[config.mk]
export PLATFORM = sky130hd
export DESIGN_NAME = usbsof_top
export DESIGN_NICKNAME = d
export VERILOG_FILES = /design/src/inc/usbsof_pkg.sv /design/src/verilog/usbsof_bit_tick.sv /design/src/verilog/usbsof_top.sv
export SDC_FILE = /design/constraint.sdc
export NUM_CORES = 1
export LEC_CHECK = 0
export BUFFER_PORTS_ARGS = -buffer_cell sky130_fd_sc_hd__buf_2
export CORE_AREA = 2 2 160 162
export CTS_CLUSTER_DIAMETER = 80
export DETAILED_ROUTE_END_ITERATION = 6
export DIE_AREA = 0 0 162 164
export PLACE_DENSITY = 0.62
export REMOVE_ABC_BUFFERS = 1
export SYNTH_ARGS = -nofsm -noshare
export SYNTH_HDL_FRONTEND = slang
export SYNTH_HIERARCHICAL = 1
export SYNTH_SLANG_ARGS = --single-unit
[constraint.sdc]
create_clock -name core_clk_in -period 5.7 [get_ports core_clk_in]
set_input_delay 0.285 -clock core_clk_in [delete_from_list [all_inputs] [get_ports core_clk_in]]
set_output_delay 0.285 -clock core_clk_in [all_outputs]
set_load 0.05 [all_outputs]
[src/inc/usbsof_pkg.sv]
// Constants for the host SOF and frame timing block
package usbsof_pkg;

    // Register byte offsets
    localparam logic [7:0] USBSOF_OFS_ADDR = 8'h00;
    localparam logic [7:0] USBSOF_OFS_GUARD = 8'h04;
    localparam logic [7:0] USBSOF_OFS_FRAME = 8'h08;
    localparam logic [7:0] USBSOF_OFS_TOKEN = 8'h0C;
    localparam logic [7:0] USBSOF_OFS_STATE = 8'h10;
    localparam logic [7:0] USBSOF_OFS_CTRL = 8'h14;

    // Field positions and widths
    localparam int USBSOF_ADDR_LSB = 8;
    localparam int USBSOF_ADDR_W = 7;
    localparam int USBSOF_GUARD_W = 14;
    localparam int USBSOF_FRAME_W = 11;
    localparam int USBSOF_ENDP_W = 4;
    localparam int USBSOF_CMD_LSB = 4;
    localparam int USBSOF_CMD_W = 3;
    localparam int USBSOF_TIMER_W = 14;

    // Values after reset
    localparam logic [USBSOF_ADDR_W-1:0] USBSOF_ADDR_RST = 7'h00;
    localparam logic [USBSOF_GUARD_W-1:0] USBSOF_GUARD_RST = 14'h0000;
    localparam logic [USBSOF_FRAME_W-1:0] USBSOF_FRAME_RST = 11'h000;

    // Token command codes
    localparam logic [2:0] USBSOF_CMD_NONE = 3'h0;
    localparam logic [2:0] USBSOF_CMD_SETUP = 3'h1;
    localparam logic [2:0] USBSOF_CMD_IN = 3'h2;
    localparam logic [2:0] USBSOF_CMD_OUT = 3'h3;
    localparam logic [2:0] USBSOF_CMD_SOF = 3'h4;
    localparam logic [2:0] USBSOF_CMD_ISO_IN = 3'h5;
    localparam logic [2:0] USBSOF_CMD_ISO_OUT = 3'h6;
    localparam logic [2:0] USBSOF_CMD_RSVD = 3'h7;

    // Timing: core clock, bus bit rate and frame period
    localparam int USBSOF_CLK_PERIOD_NS = 100;
    localparam int USBSOF_CLK_KHZ = 1000000 / USBSOF_CLK_PERIOD_NS;
    localparam int USBSOF_BIT_RATE_KHZ = 12000;
    localparam int USBSOF_FRAME_US = 1000;
    localparam int USBSOF_FRAME_BITS = USBSOF_FRAME_US * USBSOF_BIT_RATE_KHZ / 1000;

endpackage

[src/verilog/usbsof_bit_tick.sv]
// Fractional bit-time step generator for the SOF timer
`timescale 1ns/1ps
`default_nettype none

module usbsof_bit_tick
    import usbsof_pkg::*;
#(
    parameter int CLK_KHZ = USBSOF_CLK_KHZ,
    parameter int BIT_KHZ = USBSOF_BIT_RATE_KHZ
) (
    input wire logic core_clk_in,
    input wire logic sys_rst_in,
    input wire logic run_in,
    output logic [1:0] steps_out
);

    logic [31:0] acc_r;
    logic [31:0] acc_nxt;
    logic [31:0] sum;

    // Accumulate bit rate per clock, emit 0 to 2 whole bit times
    always_comb begin
        sum = acc_r + 32'(BIT_KHZ);
        acc_nxt = sum;
        steps_out = 2'h0;
        if (!run_in) begin
            acc_nxt = 32'h0;
        end else if (sum >= 32'(2 * CLK_KHZ)) begin
            acc_nxt = sum - 32'(2 * CLK_KHZ);
            steps_out = 2'h2;
        end else if (sum >= 32'(CLK_KHZ)) begin
            acc_nxt = sum - 32'(CLK_KHZ);
            steps_out = 2'h1;
        end
    end

    // Accumulator register
    always_ff @(posedge core_clk_in) begin
        if (sys_rst_in) begin
            acc_r <= 32'h0;
        end else begin
            acc_r <= acc_nxt;
        end
    end

endmodule

`default_nettype wire

[src/verilog/usbsof_top.sv]
// Host token address, end-of-frame guard and SOF frame timing with APB registers
//
// Summary of operation
// - Every setup, in, out and iso token sent carries the 7-bit address held in bits 14:8 of the address register.
// - Reserved bits of the address, guard and frame registers ignore writes and read as zero.
// - Token address and guard time survive the controller soft reset.
// - A setup, in or out token pending in the guard window waits until the automatic SOF is done.
// - The guard window is open while the SOF timer is running and below the programmed guard time.
// - The guard time is a 14-bit count of bus bit times in bits 13:0.
// - Writing the SOF command code starts the SOF timer.
// - A running SOF timer sends an SOF token every 1 ms with no further commands.
// - Each SOF carries the 11-bit frame number from bits 10:0 of the frame register.
// - The frame number goes up by one when each SOF transmission completes.
// - The controller soft reset returns the frame number to its initial value.
`timescale 1ns/1ps
`default_nettype none

module usbsof_top
    import usbsof_pkg::*;
#(
    parameter int FRAME_BITS = USBSOF_FRAME_BITS
) (
    input wire logic core_clk_in,
    input wire logic sys_rst_in,
    // APB slave
    input wire logic psel_in,
    input wire logic penable_in,
    input wire logic pwrite_in,
    input wire logic [7:0] paddr_in,
    input wire logic [31:0] pwdata_in,
    output logic [31:0] prdata_out,
    output logic pready_out,
    output logic pslverr_out,
    // Token request to the packet engine
    output logic tok_valid_out,
    output logic [2:0] tok_kind_out,
    output logic [USBSOF_ADDR_W-1:0] tok_addr_out,
    output logic [USBSOF_ENDP_W-1:0] tok_endp_out,
    output logic [USBSOF_FRAME_W-1:0] tok_frame_out,
    input wire logic tok_done_in,
    // Status
    output logic sof_busy_out
);

    typedef enum {ST_IDLE, ST_SOF, ST_TOKEN} usbsof_state_e;

    // Tokens that the guard window holds back
    function automatic logic is_data_token(input logic [2:0] code);
        return (code == USBSOF_CMD_SETUP) || (code == USBSOF_CMD_IN) || (code == USBSOF_CMD_OUT) ||
               (code == USBSOF_CMD_ISO_IN) || (code == USBSOF_CMD_ISO_OUT);
    endfunction

    // Register state
    logic [USBSOF_ADDR_W-1:0] addr_r, addr_nxt;
    logic [USBSOF_GUARD_W-1:0] guard_r, guard_nxt;
    logic [USBSOF_FRAME_W-1:0] frame_r, frame_nxt;
    logic [2:0] cmd_r, cmd_nxt;
    logic [USBSOF_ENDP_W-1:0] endp_r, endp_nxt;
    logic soft_rst_r, soft_rst_nxt;
    logic [31:0] prdata_r, prdata_nxt;
    logic pready_r, pready_nxt;
    logic pslverr_r, pslverr_nxt;

    // Frame timing state
    logic [USBSOF_TIMER_W-1:0] timer_r, timer_nxt;
    logic running_r, running_nxt;
    logic sof_due_r, sof_due_nxt;
    usbsof_state_e state_r, state_nxt;
    logic tok_valid_r, tok_valid_nxt;
    logic [2:0] tok_kind_r, tok_kind_nxt;
    logic [USBSOF_ADDR_W-1:0] tok_addr_r, tok_addr_nxt;
    logic [USBSOF_ENDP_W-1:0] tok_endp_r, tok_endp_nxt;
    logic [USBSOF_FRAME_W-1:0] tok_frame_r, tok_frame_nxt;
    logic sof_busy_r, sof_busy_nxt;

    logic [1:0] steps;
    logic wr_fire;
    logic rd_fire;
    logic sof_done;
    logic in_guard;

    // Bit-time steps for the SOF timer
    usbsof_bit_tick #(
        .CLK_KHZ(USBSOF_CLK_KHZ),
        .BIT_KHZ(USBSOF_BIT_RATE_KHZ)
    ) u_tick (
        .core_clk_in(core_clk_in),
        .sys_rst_in(sys_rst_in),
        .run_in(running_r),
        .steps_out(steps)
    );

    // Bus transfer completes on the edge where pready is high
    assign wr_fire = psel_in && penable_in && pready_r && pwrite_in;
    assign rd_fire = psel_in && penable_in && !pready_r && !pwrite_in;
    assign sof_done = (state_r == ST_SOF) && tok_done_in;
    assign in_guard = running_r && (timer_r < guard_r);

    // APB answer: one wait state, read data and error captured with it
    always_comb begin
        pready_nxt = psel_in && penable_in && !pready_r;
        prdata_nxt = prdata_r;
        pslverr_nxt = 1'b0;
        if (pready_nxt) begin
            prdata_nxt = 32'h0;
            case (paddr_in)
                USBSOF_OFS_ADDR: prdata_nxt[USBSOF_ADDR_LSB +: USBSOF_ADDR_W] = addr_r;
                USBSOF_OFS_GUARD: prdata_nxt[USBSOF_GUARD_W-1:0] = guard_r;
                USBSOF_OFS_FRAME: prdata_nxt[USBSOF_FRAME_W-1:0] = frame_r;
                USBSOF_OFS_TOKEN: begin
                    prdata_nxt[USBSOF_CMD_LSB +: USBSOF_CMD_W] = cmd_r;
                    prdata_nxt[USBSOF_ENDP_W-1:0] = endp_r;
                end
                USBSOF_OFS_STATE: prdata_nxt[2:0] = {in_guard, running_r, sof_busy_r};
                USBSOF_OFS_CTRL: prdata_nxt[0] = soft_rst_r;
                default: pslverr_nxt = 1'b1;
            endcase
        end
        if (rd_fire && 1'b0) begin
            prdata_nxt = 32'h0;
        end
    end

    // Software-written registers
    always_comb begin
        addr_nxt = addr_r;
        guard_nxt = guard_r;
        frame_nxt = frame_r;
        cmd_nxt = cmd_r;
        endp_nxt = endp_r;
        soft_rst_nxt = soft_rst_r;
        if (wr_fire) begin
            case (paddr_in)
                USBSOF_OFS_ADDR: addr_nxt = pwdata_in[USBSOF_ADDR_LSB +: USBSOF_ADDR_W];
                USBSOF_OFS_GUARD: guard_nxt = pwdata_in[USBSOF_GUARD_W-1:0];
                USBSOF_OFS_FRAME: frame_nxt = pwdata_in[USBSOF_FRAME_W-1:0];
                USBSOF_OFS_TOKEN: begin
                    // A new command is only taken when idle and not reserved
                    if (cmd_r == USBSOF_CMD_NONE && !soft_rst_r &&
                        pwdata_in[USBSOF_CMD_LSB +: USBSOF_CMD_W] != USBSOF_CMD_RSVD) begin
                        cmd_nxt = pwdata_in[USBSOF_CMD_LSB +: USBSOF_CMD_W];
                        endp_nxt = pwdata_in[USBSOF_ENDP_W-1:0];
                    end
                end
                USBSOF_OFS_CTRL: soft_rst_nxt = pwdata_in[0];
                default: ;
            endcase
        end
        // Completion clears the command; SOF completion advances the frame
        if (sof_done) begin
            frame_nxt = frame_r + 11'h001;
            if (cmd_r == USBSOF_CMD_SOF) begin
                cmd_nxt = USBSOF_CMD_NONE;
            end
        end
        if (state_r == ST_TOKEN && tok_done_in) begin
            cmd_nxt = USBSOF_CMD_NONE;
        end
        // Soft reset clears frame and command, keeps address and guard
        if (soft_rst_r) begin
            frame_nxt = USBSOF_FRAME_RST;
            cmd_nxt = USBSOF_CMD_NONE;
            endp_nxt = 4'h0;
        end
    end

    // SOF timer: bit times left in the frame, reload at each SOF
    always_comb begin
        timer_nxt = timer_r;
        running_nxt = running_r;
        sof_due_nxt = sof_due_r;
        if (state_r == ST_IDLE && sof_due_r) begin
            sof_due_nxt = 1'b0;
        end
        if (wr_fire && paddr_in == USBSOF_OFS_TOKEN && !running_r && !soft_rst_r &&
            cmd_r == USBSOF_CMD_NONE &&
            pwdata_in[USBSOF_CMD_LSB +: USBSOF_CMD_W] == USBSOF_CMD_SOF) begin
            running_nxt = 1'b1;
            sof_due_nxt = 1'b1;
            timer_nxt = USBSOF_TIMER_W'(FRAME_BITS);
        end else if (running_r) begin
            if ({12'h000, steps} >= timer_r) begin
                sof_due_nxt = 1'b1;
                timer_nxt = USBSOF_TIMER_W'(FRAME_BITS);
            end else begin
                timer_nxt = timer_r - {12'h000, steps};
            end
        end
        if (soft_rst_r) begin
            running_nxt = 1'b0;
            sof_due_nxt = 1'b0;
            timer_nxt = 14'h0000;
        end
    end

    // Token scheduler: SOF first, data tokens only outside the guard window
    always_comb begin
        state_nxt = state_r;
        tok_valid_nxt = tok_valid_r;
        tok_kind_nxt = tok_kind_r;
        tok_addr_nxt = tok_addr_r;
        tok_endp_nxt = tok_endp_r;
        tok_frame_nxt = tok_frame_r;
        case (state_r)
            ST_IDLE: begin
                if (sof_due_r) begin
                    state_nxt = ST_SOF;
                    tok_valid_nxt = 1'b1;
                    tok_kind_nxt = USBSOF_CMD_SOF;
                    tok_frame_nxt = frame_r;
                end else if (is_data_token(cmd_r) && !in_guard) begin
                    state_nxt = ST_TOKEN;
                    tok_valid_nxt = 1'b1;
                    tok_kind_nxt = cmd_r;
                    tok_addr_nxt = addr_r;
                    tok_endp_nxt = endp_r;
                end
            end
            ST_SOF, ST_TOKEN: begin
                if (tok_done_in) begin
                    state_nxt = ST_IDLE;
                    tok_valid_nxt = 1'b0;
                end
            end
            default: begin
                state_nxt = ST_IDLE;
                tok_valid_nxt = 1'b0;
            end
        endcase
        if (soft_rst_r) begin
            state_nxt = ST_IDLE;
            tok_valid_nxt = 1'b0;
        end
        sof_busy_nxt = (state_nxt == ST_SOF) || sof_due_nxt;
    end

    // Bus and software register flops; address and guard ignore soft reset
    always_ff @(posedge core_clk_in) begin
        if (sys_rst_in) begin
            addr_r <= USBSOF_ADDR_RST;
            guard_r <= USBSOF_GUARD_RST;
            frame_r <= USBSOF_FRAME_RST;
            cmd_r <= USBSOF_CMD_NONE;
            endp_r <= 4'h0;
            soft_rst_r <= 1'b0;
            prdata_r <= 32'h0;
            pready_r <= 1'b0;
            pslverr_r <= 1'b0;
        end else begin
            addr_r <= addr_nxt;
            guard_r <= guard_nxt;
            frame_r <= frame_nxt;
            cmd_r <= cmd_nxt;
            endp_r <= endp_nxt;
            soft_rst_r <= soft_rst_nxt;
            prdata_r <= prdata_nxt;
            pready_r <= pready_nxt;
            pslverr_r <= pslverr_nxt;
        end
    end

    // Timing and scheduler flops
    always_ff @(posedge core_clk_in) begin
        if (sys_rst_in) begin
            timer_r <= 14'h0000;
            running_r <= 1'b0;
            sof_due_r <= 1'b0;
            state_r <= ST_IDLE;
            tok_valid_r <= 1'b0;
            tok_kind_r <= USBSOF_CMD_NONE;
            tok_addr_r <= USBSOF_ADDR_RST;
            tok_endp_r <= 4'h0;
            tok_frame_r <= USBSOF_FRAME_RST;
            sof_busy_r <= 1'b0;
        end else begin
            timer_r <= timer_nxt;
            running_r <= running_nxt;
            sof_due_r <= sof_due_nxt;
            state_r <= state_nxt;
            tok_valid_r <= tok_valid_nxt;
            tok_kind_r <= tok_kind_nxt;
            tok_addr_r <= tok_addr_nxt;
            tok_endp_r <= tok_endp_nxt;
            tok_frame_r <= tok_frame_nxt;
            sof_busy_r <= sof_busy_nxt;
        end
    end

    // Outputs straight from flops
    assign prdata_out = prdata_r;
    assign pready_out = pready_r;
    assign pslverr_out = pslverr_r;
    assign tok_valid_out = tok_valid_r;
    assign tok_kind_out = tok_kind_r;
    assign tok_addr_out = tok_addr_r;
    assign tok_endp_out = tok_endp_r;
    assign tok_frame_out = tok_frame_r;
    assign sof_busy_out = sof_busy_r;

endmodule

`default_nettype wire

## Word level (Yosys, flattened, before mapping)

Cells that the tools add are included.

- Multiplexer cells: 40
- Reduce and logical (&&, ||, !) cells: 49
- Bitwise operators: 3
- Eq/ne operators: 20
- $add $sub $neg: 5
- Magnitude comparators: 4

Operators with widths:

| kind | number |
|---|---|
| two-way mux 32 bit | 6 |
| == test 32 x 2 -> 1 bit, second input constant | 3 |
| zero test 32 bit | 2 |
| case mux 32 bit (2 select lines) | 1 |
| two-way mux 14 bit | 3 |
| two-way mux 11 bit | 3 |
| adder 32 x 14 -> 32 bit, second input constant | 1 |
| == test 32 x 1 -> 1 bit, second input constant | 1 |
| == test 32 x 3 -> 1 bit, second input constant | 1 |
| greater-or-equal comparator 32 x 14 -> 1 bit, second input constant | 1 |
| greater-or-equal comparator 32 x 15 -> 1 bit, second input constant | 1 |
| subtractor 32 x 14 -> 32 bit, second input constant | 1 |
| subtractor 32 x 15 -> 32 bit, second input constant | 1 |
| two-way mux 3 bit | 7 |
| == test 8 x 4 -> 1 bit, second input constant | 2 |
| == test 8 x 5 -> 1 bit, second input constant | 2 |
| logical AND 1 bit | 16 |
| greater-or-equal comparator 2 x 14 -> 1 bit | 1 |
| less-than comparator 14 bit | 1 |
| AND reduction 2 bit | 7 |
| subtractor 14 x 2 -> 14 bit | 1 |
| == test 3 bit, second input constant | 4 |
| case mux 4 bit (3 select lines) | 1 |
| adder 11 x 1 -> 11 bit, second input constant | 1 |
| other kinds (22) | 53 |

- Bits in registers: 164
- Bits of input ports: 46

## Depth between registers and ports, before layout

Gate-level depths: netlist of the first run.

- Word-level depth: 12
- Mapped depth: 19

## Cells and area by module

Netlist of the first run, hierarchy kept.

Modules (own cells, without submodules):

| module | times used | cells an instance | area an instance (µm²) |
|---|---|---|---|
| usbsof_top | 1 | 657 | 5,893.2 |
| usbsof_bit_tick | 1 | 346 | 2,685.1 |

## Worst setup path after synthesis of the first run

Ideal clock, no wire load.

- Kind: register to register
- Start point: register u_tick.acc_r[7]
- End point: register timer_r[8]
- Arrival time: 4.436 ns
- Slack: 1.146 ns
- Stages on the path, launching flop included: 20
- Data required time: 5.583 ns
- Path buffers: 1
- Library setup time: 0.117 ns
- Path through: dfxtp_1 > inv_1 > ha_1 > a21bo_2 > buf_2 > a211o_1 > a2111oi_2 > o21bai_2 > o21bai_2 > nor4b_4 > nand2_4 > nor3b_1 > ha_1 > inv_1 > fa_1 > nor3_1 > nand2_1 > or4b_2 > xor2_1 > nor2_1

- Word-level cells in the longest chain between the ends: 7
- Elaborated cells between the ends (all ways): 9
- Classes of those cells: add/sub (2); order compare (3); mux (4)

Ends and longest elaborated chain:

| item | line | text |
|---|---|---|
| from (decl) | usbsof_bit_tick.sv:17 | `logic [31:0] acc_r;` |
| from (signal assigned) | usbsof_bit_tick.sv:42 | `acc_r <= acc_nxt;` |
| adder 32 x 14 -> 32 bit (*) | usbsof_bit_tick.sv:23 | `sum = acc_r + 32'(BIT_KHZ);` |
| greater-or-equal comparator 32 x 14 -> 1 bit | usbsof_bit_tick.sv:31 | `end else if (sum >= 32'(CLK_KHZ)) begin` |
| two-way mux 1 bit | usbsof_bit_tick.sv:31 |  |
| two-way mux 2 bit (*) | usbsof_bit_tick.sv:28 | `end else if (sum >= 32'(2 * CLK_KHZ)) begin` |
| two-way mux 2 bit (*) | usbsof_bit_tick.sv:26 | `if (!run_in) begin` |
| named net steps[0] | usbsof_top.sv:76 | `logic [1:0] steps;` |
| subtractor 14 x 2 -> 14 bit or greater-or-equal comparator 2 x 14 -> 1 bit (tied branches) | usbsof_top.sv:186, usbsof_top.sv:182 |  |
| two-way mux 14 bit (*) | usbsof_top.sv:182 | `if ({12'h000, steps} >= timer_r) begin` |
| to (signal assigned) | usbsof_top.sv:276 | `timer_r <= timer_nxt;` |
| to (decl) | usbsof_top.sv:65 | `logic [USBSOF_TIMER_W-1:0] timer_r, timer_nxt;` |

Mark *: on every way through the listed nets, which the timed path passes. The rest lies on a longest branch.
A chain may end at the register's enable or synchronous reset.

## Worst setup path in the final report of the first run

- Start point: register u_tick.acc_r[5]
- End point: register timer_r[8]

The elaborated chain is that of the path after synthesis.

==> flow_metrics.py, run 1 <==
metrics = {
    "timing": {
        "maxSlewViolCount": 0,
        "setup_viol": 0,
        "slew_headroom_pct": 27.6,
        "period_share_pct": 91.7,
        "fin_crit_ns": 5.23,
        "rsz0062_at_grt": "false",
        "worst_pin_slew_ns": 1.09,
        "hold_viol": 0,
        "hold_slack_ns": 0.122,
        "finClkSkew_ns": 0.0149,
        "clock.fmax_mhz": 191,
        "setup_tns_ns": 0,
    },
    "drt": {
        "routed_wl_mm": 22.0,
        "wl_per_cell_um": 15.5,
        "drtIter0Drc": 474,
        "first_pass_iters": 5,
        "drc": 0,
        "ant_nets": 0,
        "viasPerCell": 5.16,
        "vias": 7333,
    },
    "synthesis": {
        "yosysWarningCount": 6,
        "synth-seq-area-share_pct": 37.3,
        "synthFlopType": "dfxtp_1",
        "synth-seq-cells": 160,
        "synth_cells": 1003,
        "synth_area_um2": 8580,
        "avgSynthCellArea_um2": 8.55,
        "synth-edff-count": 0,
        "async_reset_ff_share_pct": 0,
        "ys_types": 87,
    },
    "min_path": {
        "hold_path.class": "input pin to flop",
        "hp-start": "pwdata_in[14]",
    },
    "placed_design": {
        "io_buffers": 72,
        "place.gp.congestion": 0.848,
        "dp_cells": 1390,
        "dpl.hpwl_mm": 15.8,
    },
    "worst_setup_path": {
        "path_cells": "inv_1 -> ha_1 -> nand2b_1 -> a211oi_4 -> nor3b_2 -> xnor2_4 -> nand3_1 -> nor4b_4 -> nand2_4 -> nor3b_1 -> ha_1 -> inv_1 -> fa_1 -> nor3_1 -> nand2_1 -> or4b_2 -> xor2_1 -> nor2_1",
        "r2r_start": "u_tick/acc_r[5]",
        "crit_path_end_kind": "flop",
        "crit_type": "flop to flop",
        "cp.arrival_ns": 5.54,
        "cpMaxStageDelayCell": "or4b_2",
        "critPathMaxStageDelay_ns": 0.67,
        "startpoint_type": "flop",
        "crit_fanout": 10,
        "startpoint": "u_tick/acc_r[5]",
        "crit_required_ns": 6.01,
    },
    "power": {
        "peakVddDrop_mv": 0.220,
        "clock_power_share_pct": 49.5,
        "p_leak_nw": 3.83,
        "p_int_mw": 1.79,
        "netSwitchingFraction_pct": 26.2,
        "p_sw_mw": 0.635,
        "comb_power_share_pct": 3.7,
        "finalPower_mw": 2.42,
        "power_density_nw_per_um2": 246,
        "p_seq_share_pct": 46.8,
    },
    "run_status": {
        "status": "finished clean",
    },
    "global_routing": {
        "grt_overflow": 0,
        "grt_use_met1_pct": 23.0,
        "grt_usage_pct": 16.8,
        "antenna_found_initial": 0,
        "grt_pass1_wl_mm": 35.7,
        "grt_pass1_vias": 6861,
        "use_met3_pct": 2.93,
        "grt_max_degree": 65,
        "gr-usage-met2_pct": 27.3,
        "grt-busiest-layer": "met2",
    },
    "clocking": {
        "clock_latency_ns": 0.43,
        "clock-sinks": 160,
        "cts_buffer_depth": 2,
        "cts.clk_slew.worst_paths_ns": 0.07,
        "clock-root-buffer": "clkbuf_16",
        "cts_tree": "yes",
        "hold_buffers": 0,
        "htreeDepth": 4,
        "cts_inserted_buffers": 17,
    },
    "finish": {
        "area.sequential_um2": 3200,
        "n_fill_cell": 2522,
        "layoutNonFillerInstCount": 1422,
        "layout_commonest_cell": "dfxtp_1",
        "multiInputGateArea_um2": 5070,
        "final_nets": 1150,
        "area_growth_pct": 14.9,
        "most-common-layout-cells": "dfxtp_1 (160), nor2_1 (114), a21oi_1 (74)",
        "n_antenna_cell": 0,
        "layout-drive-gt1-share_pct": 13.7,
    },
    "floorplanning": {
        "die-height_um": 164,
        "die_x_um": 162,
        "initial_core_util_pct": 34.6,
        "placementRows": 58,
        "die_area_um2": 26600,
        "num_io_pins": 107,
        "core_um2": 24800,
    },
    "run": {
        "maxCapViolCount": 0,
    },
}
through the flow:
step	setup slack, ns	utilization (%)	area (um2)
6_report	0.474	39.7	9860
4_1_cts	0.473	39.7	9850
2_1_floorplan	1.15	-	8400
3_5_place_dp	0.476	37.1	9220
5_1_grt	0.0562	39.7	9860
3_3_place_gp	0.580	37.1	9220
cells in the mapped netlist (4+ instances only):
master	instances	area, um2
a32oi_1	6	52.6
a31oi_1	5	31.3
ha_1	24	300
nand2b_1	33	206
or2_2	7	43.8
inv_1	38	143
buf_1	4	15.0
nor3b_1	4	30.0
a211o_1	5	43.8
nor4_1	17	106
nor3_1	25	125
buf_2	9	45.0
a22o_1	4	35.0
xor2_1	11	96.3
nor2b_1	15	93.8
mux2i_1	48	480
buf_4	17	128
and2_1	12	75.1
o21ai_0	29	145
a21oi_1	74	370
nand2_1	61	229
nor2_1	114	428
nand3_1	31	155
and3_1	17	106
dfxtp_1	160	3200
o211ai_1	6	45.0
clkbuf_1	31	116
or3_1	10	62.6
a31o_2	4	35.0
o21a_1	7	52.6
or4_1	10	75.1
and4_1	4	35.0
nand4_1	16	100
a22oi_1	10	75.1
o31ai_1	10	75.1
a211oi_1	10	75.1
xnor2_1	36	315
kinds of logic after synthesis:
family / after synthesis / synth area share [%]
AND/OR/NAND/NOR: 404 / 25.6
AO/OA/AOI/OAI: 210 / 16.4
multiplexers: 50 / 5.86
adder cells (fa/ha/maj): 25 / 3.73
other: 1 / 0.0437
XOR/XNOR: 49 / 5.31
flip-flops: 160 / 37.3
buffers and inverters: 104 / 5.72
state kept, by name, summed over array words and instances (netlist names):
register / count
u_tick/acc_r: 28
tok_kind_out: 3
tok_addr_out: 7
pready_out: 1
soft_rst_r: 1
cmd_r: 3
tok_frame_out: 11
timer_r: 14
sof_busy_out: 1
sof_due_r: 1
addr_r: 7
pslverr_out: 1
endp_r: 4
frame_r: 11
tok_valid_out: 1
running_r: 1
guard_r: 14
tok_endp_out: 4
prdata_out: 15
state_r: 32
repair_timing:
action,4_1_cts,5_1_grt
endpoints found under the hold margin,0,0
setup buffers,0,0
setup endpoints to repair,0,1
resized for setup,0,1
worst paths after layout:
kind              slack (ns)  cells past startpoint             to
hold reg to reg         0.45                      2  prdata_out[1]
setup / recovery        0.47                     18     timer_r[8]
setup reg to reg        0.47                     18     timer_r[8]
hold / removal          0.12                      3      addr_r[6]
layout make-up:
cell class | count | area share, %
tap | 330 | 4.19
timing repair buffer | 77 | 4.04
clock inverter | 15 | 2.11
sequential | 160 | 32.5
clock buffer | 17 | 4.32
inverter | 38 | 1.45
multi-input combinational | 785 | 51.4
metal layers:
layer	up-vias	part of all wire (%)
met5	-	0
met4	0	1.1
met3	17	4.0
met2	160	47
met1	3461	48
li1	3695	-
power groups by stage:
| stage | logic, mW | registers, mW | clock network [mW] |
|---|---|---|---|
| after global placement | 0.0889 | 1.16 | 0 |
| after detailed placement | 0.0891 | 1.16 | 0 |
| after global routing | 0.0969 | 1.13 | 1.28 |
| after CTS | 0.0891 | 1.13 | 1.23 |
| final | 0.0903 | 1.13 | 1.20 |
| after floorplan | 0.0445 | 1.16 | 0 |
critical path, delay by kind of cell, from the launching register on:
| family | cells | cell delay [ns] |
|---|---|---|
| AND/OR/NAND/NOR | 10 | 2.67 |
| flip-flops | 1 | 0.41 |
| adder cells (fa/ha/maj) | 3 | 0.84 |
| buffers and inverters | 2 | 0.20 |
| XOR/XNOR | 2 | 0.45 |
| AO/OA/AOI/OAI | 1 | 0.53 |
Note: power is estimated with default switching activity, not from simulation.
==> run 2: changes to the inputs <==
Settings changed: ABC_AREA from default to 1, CORE_AREA 2 2 160 162 to 2 2 170 172, DIE_AREA 0 0 162 164 to 0 0 172 174.
==> flow_metrics.py, run 2 <==
metrics = {
    "worst_setup_path": {
        "crit_path_end_kind": "flop",
        "crit_required_ns": 6.03,
        "critPathMaxStageDelay_ns": 0.54,
        "worstRegToRegCells": 28,
        "rrSetupSlack_ns": 1.16,
        "rr_endpoint": "timer_r[6]",
        "startpoint_type": "flop",
        "cpMaxStageDelayCell": "dfxtp_1",
        "crit_fanout": 21,
        "cp.arrival_ns": 4.87,
        "r2r_start": "u_tick/acc_r[5]",
        "crit_type": "flop to flop",
        "path_common_cell": "nand2_1",
    },
    "placed_design": {
        "place.gp.congestion": 0.920,
        "dpl.hpwl_mm": 20.6,
        "io_buffers": 72,
        "dp_cells": 1922,
    },
    "global_routing": {
        "antenna_found_initial": 1,
        "grt_pass1_vias": 8674,
        "grt_pass1_wl_mm": 43.5,
        "grt-busiest-layer": "met2",
        "grt_overflow": 0,
        "grt_use_met1_pct": 22.7,
        "gr-usage-met2_pct": 31.7,
        "grt_max_degree": 53,
        "grt_usage_pct": 18.2,
        "use_met3_pct": 2.60,
    },
    "synthesis": {
        "synth.most_common_cell": "nand2_1",
        "synth-seq-area-share_pct": 32.9,
        "synth-seq-cells": 160,
        "ys_types": 51,
        "synth_largest_area_cell": "dfxtp_1",
        "synth_cells": 1461,
        "async_reset_ff_share_pct": 0,
        "synthFlopType": "dfxtp_1",
        "yosysWarningCount": 6,
        "avgSynthCellArea_um2": 6.67,
        "synth.top_cell.area_share_pct": 32.9,
        "synth_area_um2": 9740,
        "synth-edff-count": 0,
        "synthTopCellsByArea": "dfxtp_1 (33%), nand2_1 (15%), nor2_1 (6.7%), inv_1 (6.3%), a21oi_1 (5.2%)",
        "synth_common_cells": "nand2_1 (381), nor2_1 (173), inv_1 (164)",
    },
    "drt": {
        "ant_nets": 0,
        "vias": 9384,
        "routed_wl_mm": 27.0,
        "drtIter0Drc": 641,
        "viasPerCell": 4.80,
        "drc": 0,
        "wl_per_cell_um": 13.8,
        "first_pass_iters": 5,
    },
    "min_path": {
        "hp-start": "pwdata_in[14]",
        "hold_end": "addr_r[6]",
        "hold_path.class": "input pin to flop",
        "whs_path_depth": 3,
    },
    "finish": {
        "layout_commonest_cell": "nand2_1",
        "area_growth_pct": 13.7,
        "largest_register_ffs": 32,
        "layout-drive-gt1-share_pct": 13.1,
        "most-common-layout-cells": "nand2_1 (381), nor2_1 (173), inv_1 (164)",
        "layoutNonFillerInstCount": 1955,
        "top_register": "state_r",
        "final_nets": 1628,
    },
    "power": {
        "clock_power_share_pct": 48.2,
        "netSwitchingFraction_pct": 27.0,
        "comb_power_share_pct": 4.1,
        "p_sw_mw": 0.644,
        "p_int_mw": 1.74,
        "power_density_nw_per_um2": 215,
        "peakVddDrop_mv": 0.171,
        "p_leak_nw": 5.25,
        "p_seq_share_pct": 47.7,
    },
    "timing": {
        "setup_tns_ns": 0,
        "rsz0062_at_grt": "false",
        "period_share_pct": 79.6,
        "setup_viol": 0,
        "slew_headroom_pct": 45.9,
        "clock.fmax_mhz": 220,
        "hold_viol": 0,
        "maxSlewViolCount": 0,
        "worst_pin_slew_ns": 0.810,
        "fin_crit_ns": 4.54,
        "finClkSkew_ns": 0.0209,
    },
    "clocking": {
        "clock-sinks": 160,
        "cts_inserted_buffers": 17,
        "hold_buffers": 0,
        "clock-root-buffer": "clkbuf_16",
        "cts_buffer_depth": 2,
        "clock_latency_ns": 0.44,
        "cts_resized": 0,
        "htreeDepth": 4,
        "cts_tree": "yes",
        "cts_setup_buffers": 0,
        "cts.clk_slew.worst_paths_ns": 0.08,
    },
    "floorplanning": {
        "die-height_um": 174,
        "die_x_um": 172,
        "initial_core_util_pct": 34.5,
        "num_io_pins": 107,
        "die_area_um2": 29900,
        "core_um2": 28200,
        "placementRows": 62,
    },
    "run": {
        "maxCapViolCount": 0,
    },
    "run_status": {
        "status": "finished clean",
    },
}
[run 2: cell types whose count changed after synthesis, moves of 48 or more]
cell,change
nand3_1,+67
nand2_1,+320
mux2i_1,-48
inv_1,+126
nor2_1,+59
[run 2: worst max-delay path, delay by kind of cell (launching register included)]
family	cells	cell delay (ns)
buf+inv	4	0.33
flops	1	0.54
simple gates	19	2.52
fa+ha+maj	3	0.78
xor+xnor	1	0.09
compound gates	1	0.17
[run 2: per-layer routing]
layer	part of all wire, %	vias to the layer above	wire length (um)
li1	-	4813	-
met1	44	4249	11800
met3	4.5	41	1210
met2	49	281	13300
met5	0	-	0
met4	2.5	0	663
[run 2: worst max path at each step]
stage,from,endpoint,slack [ns],depth (start not counted)
after detailed placement,u_tick/acc_r[5],timer_r[8],1.15,26
after CTS,u_tick/acc_r[5],timer_r[8],1.13,26
final,u_tick/acc_r[5],timer_r[6],1.16,28
after floorplan,u_tick/acc_r[5],timer_r[8],1.81,26
after global routing,u_tick/acc_r[5],timer_r[8],0.62,28
after global placement,u_tick/acc_r[5],timer_r[12],1.22,28
[run 2: logic make-up (layout without fill, tap and decap cells)]
logic type | Yosys count | in the layout | share of synthesized area [%]
and+or+nand+nor | 771 | 771 | 36.2
buffers and inverters | 229 | 292 | 10.4
AOI/OAI and AO/OA | 222 | 222 | 12.5
DFF | 160 | 160 | 32.9
xor gates and xnor gates | 53 | 53 | 4.76
adders and majority gates | 25 | 25 | 3.29
other | 1 | 48 | 0.0385
[run 2: final cells by class]
class,count,area (um2)
fill,3042,17200
inverter,182,696
antenna,1,2.50
sequential,160,3200
multi-input combinational,1118,5700
tap,384,480
clock inverter,15,164
clock buffer,17,425
timing repair buffer,78,405
[run 2: per-stage QoR]
stage | power [mW] | worst slack (ns) | instance area (um2) | hold WS (ns) | util [%]
global placement | 1.26 | 1.22 | 10500 | 0.453 | 37.1
floorplan | 1.23 | 1.81 | 9600 | 0.347 | -
global route | 2.46 | 0.624 | 11100 | 0.0867 | 39.2
finish | 2.38 | 1.16 | 11100 | 0.0635 | 39.2
detailed placement | 1.26 | 1.15 | 10500 | 0.458 | 37.1
CTS | 2.41 | 1.13 | 11100 | 0.0600 | 39.2
[run 2: power by group through the flow]
stage          combinational, mW  sequential [mW]  clock (mW)
2_1_floorplan             0.0541             1.17           0
3_3_place_gp              0.0963             1.16           0
3_5_place_dp              0.0971             1.16           0
4_1_cts                   0.0971             1.14        1.17
5_1_grt                    0.106             1.14        1.22
6_report                  0.0977             1.14        1.15
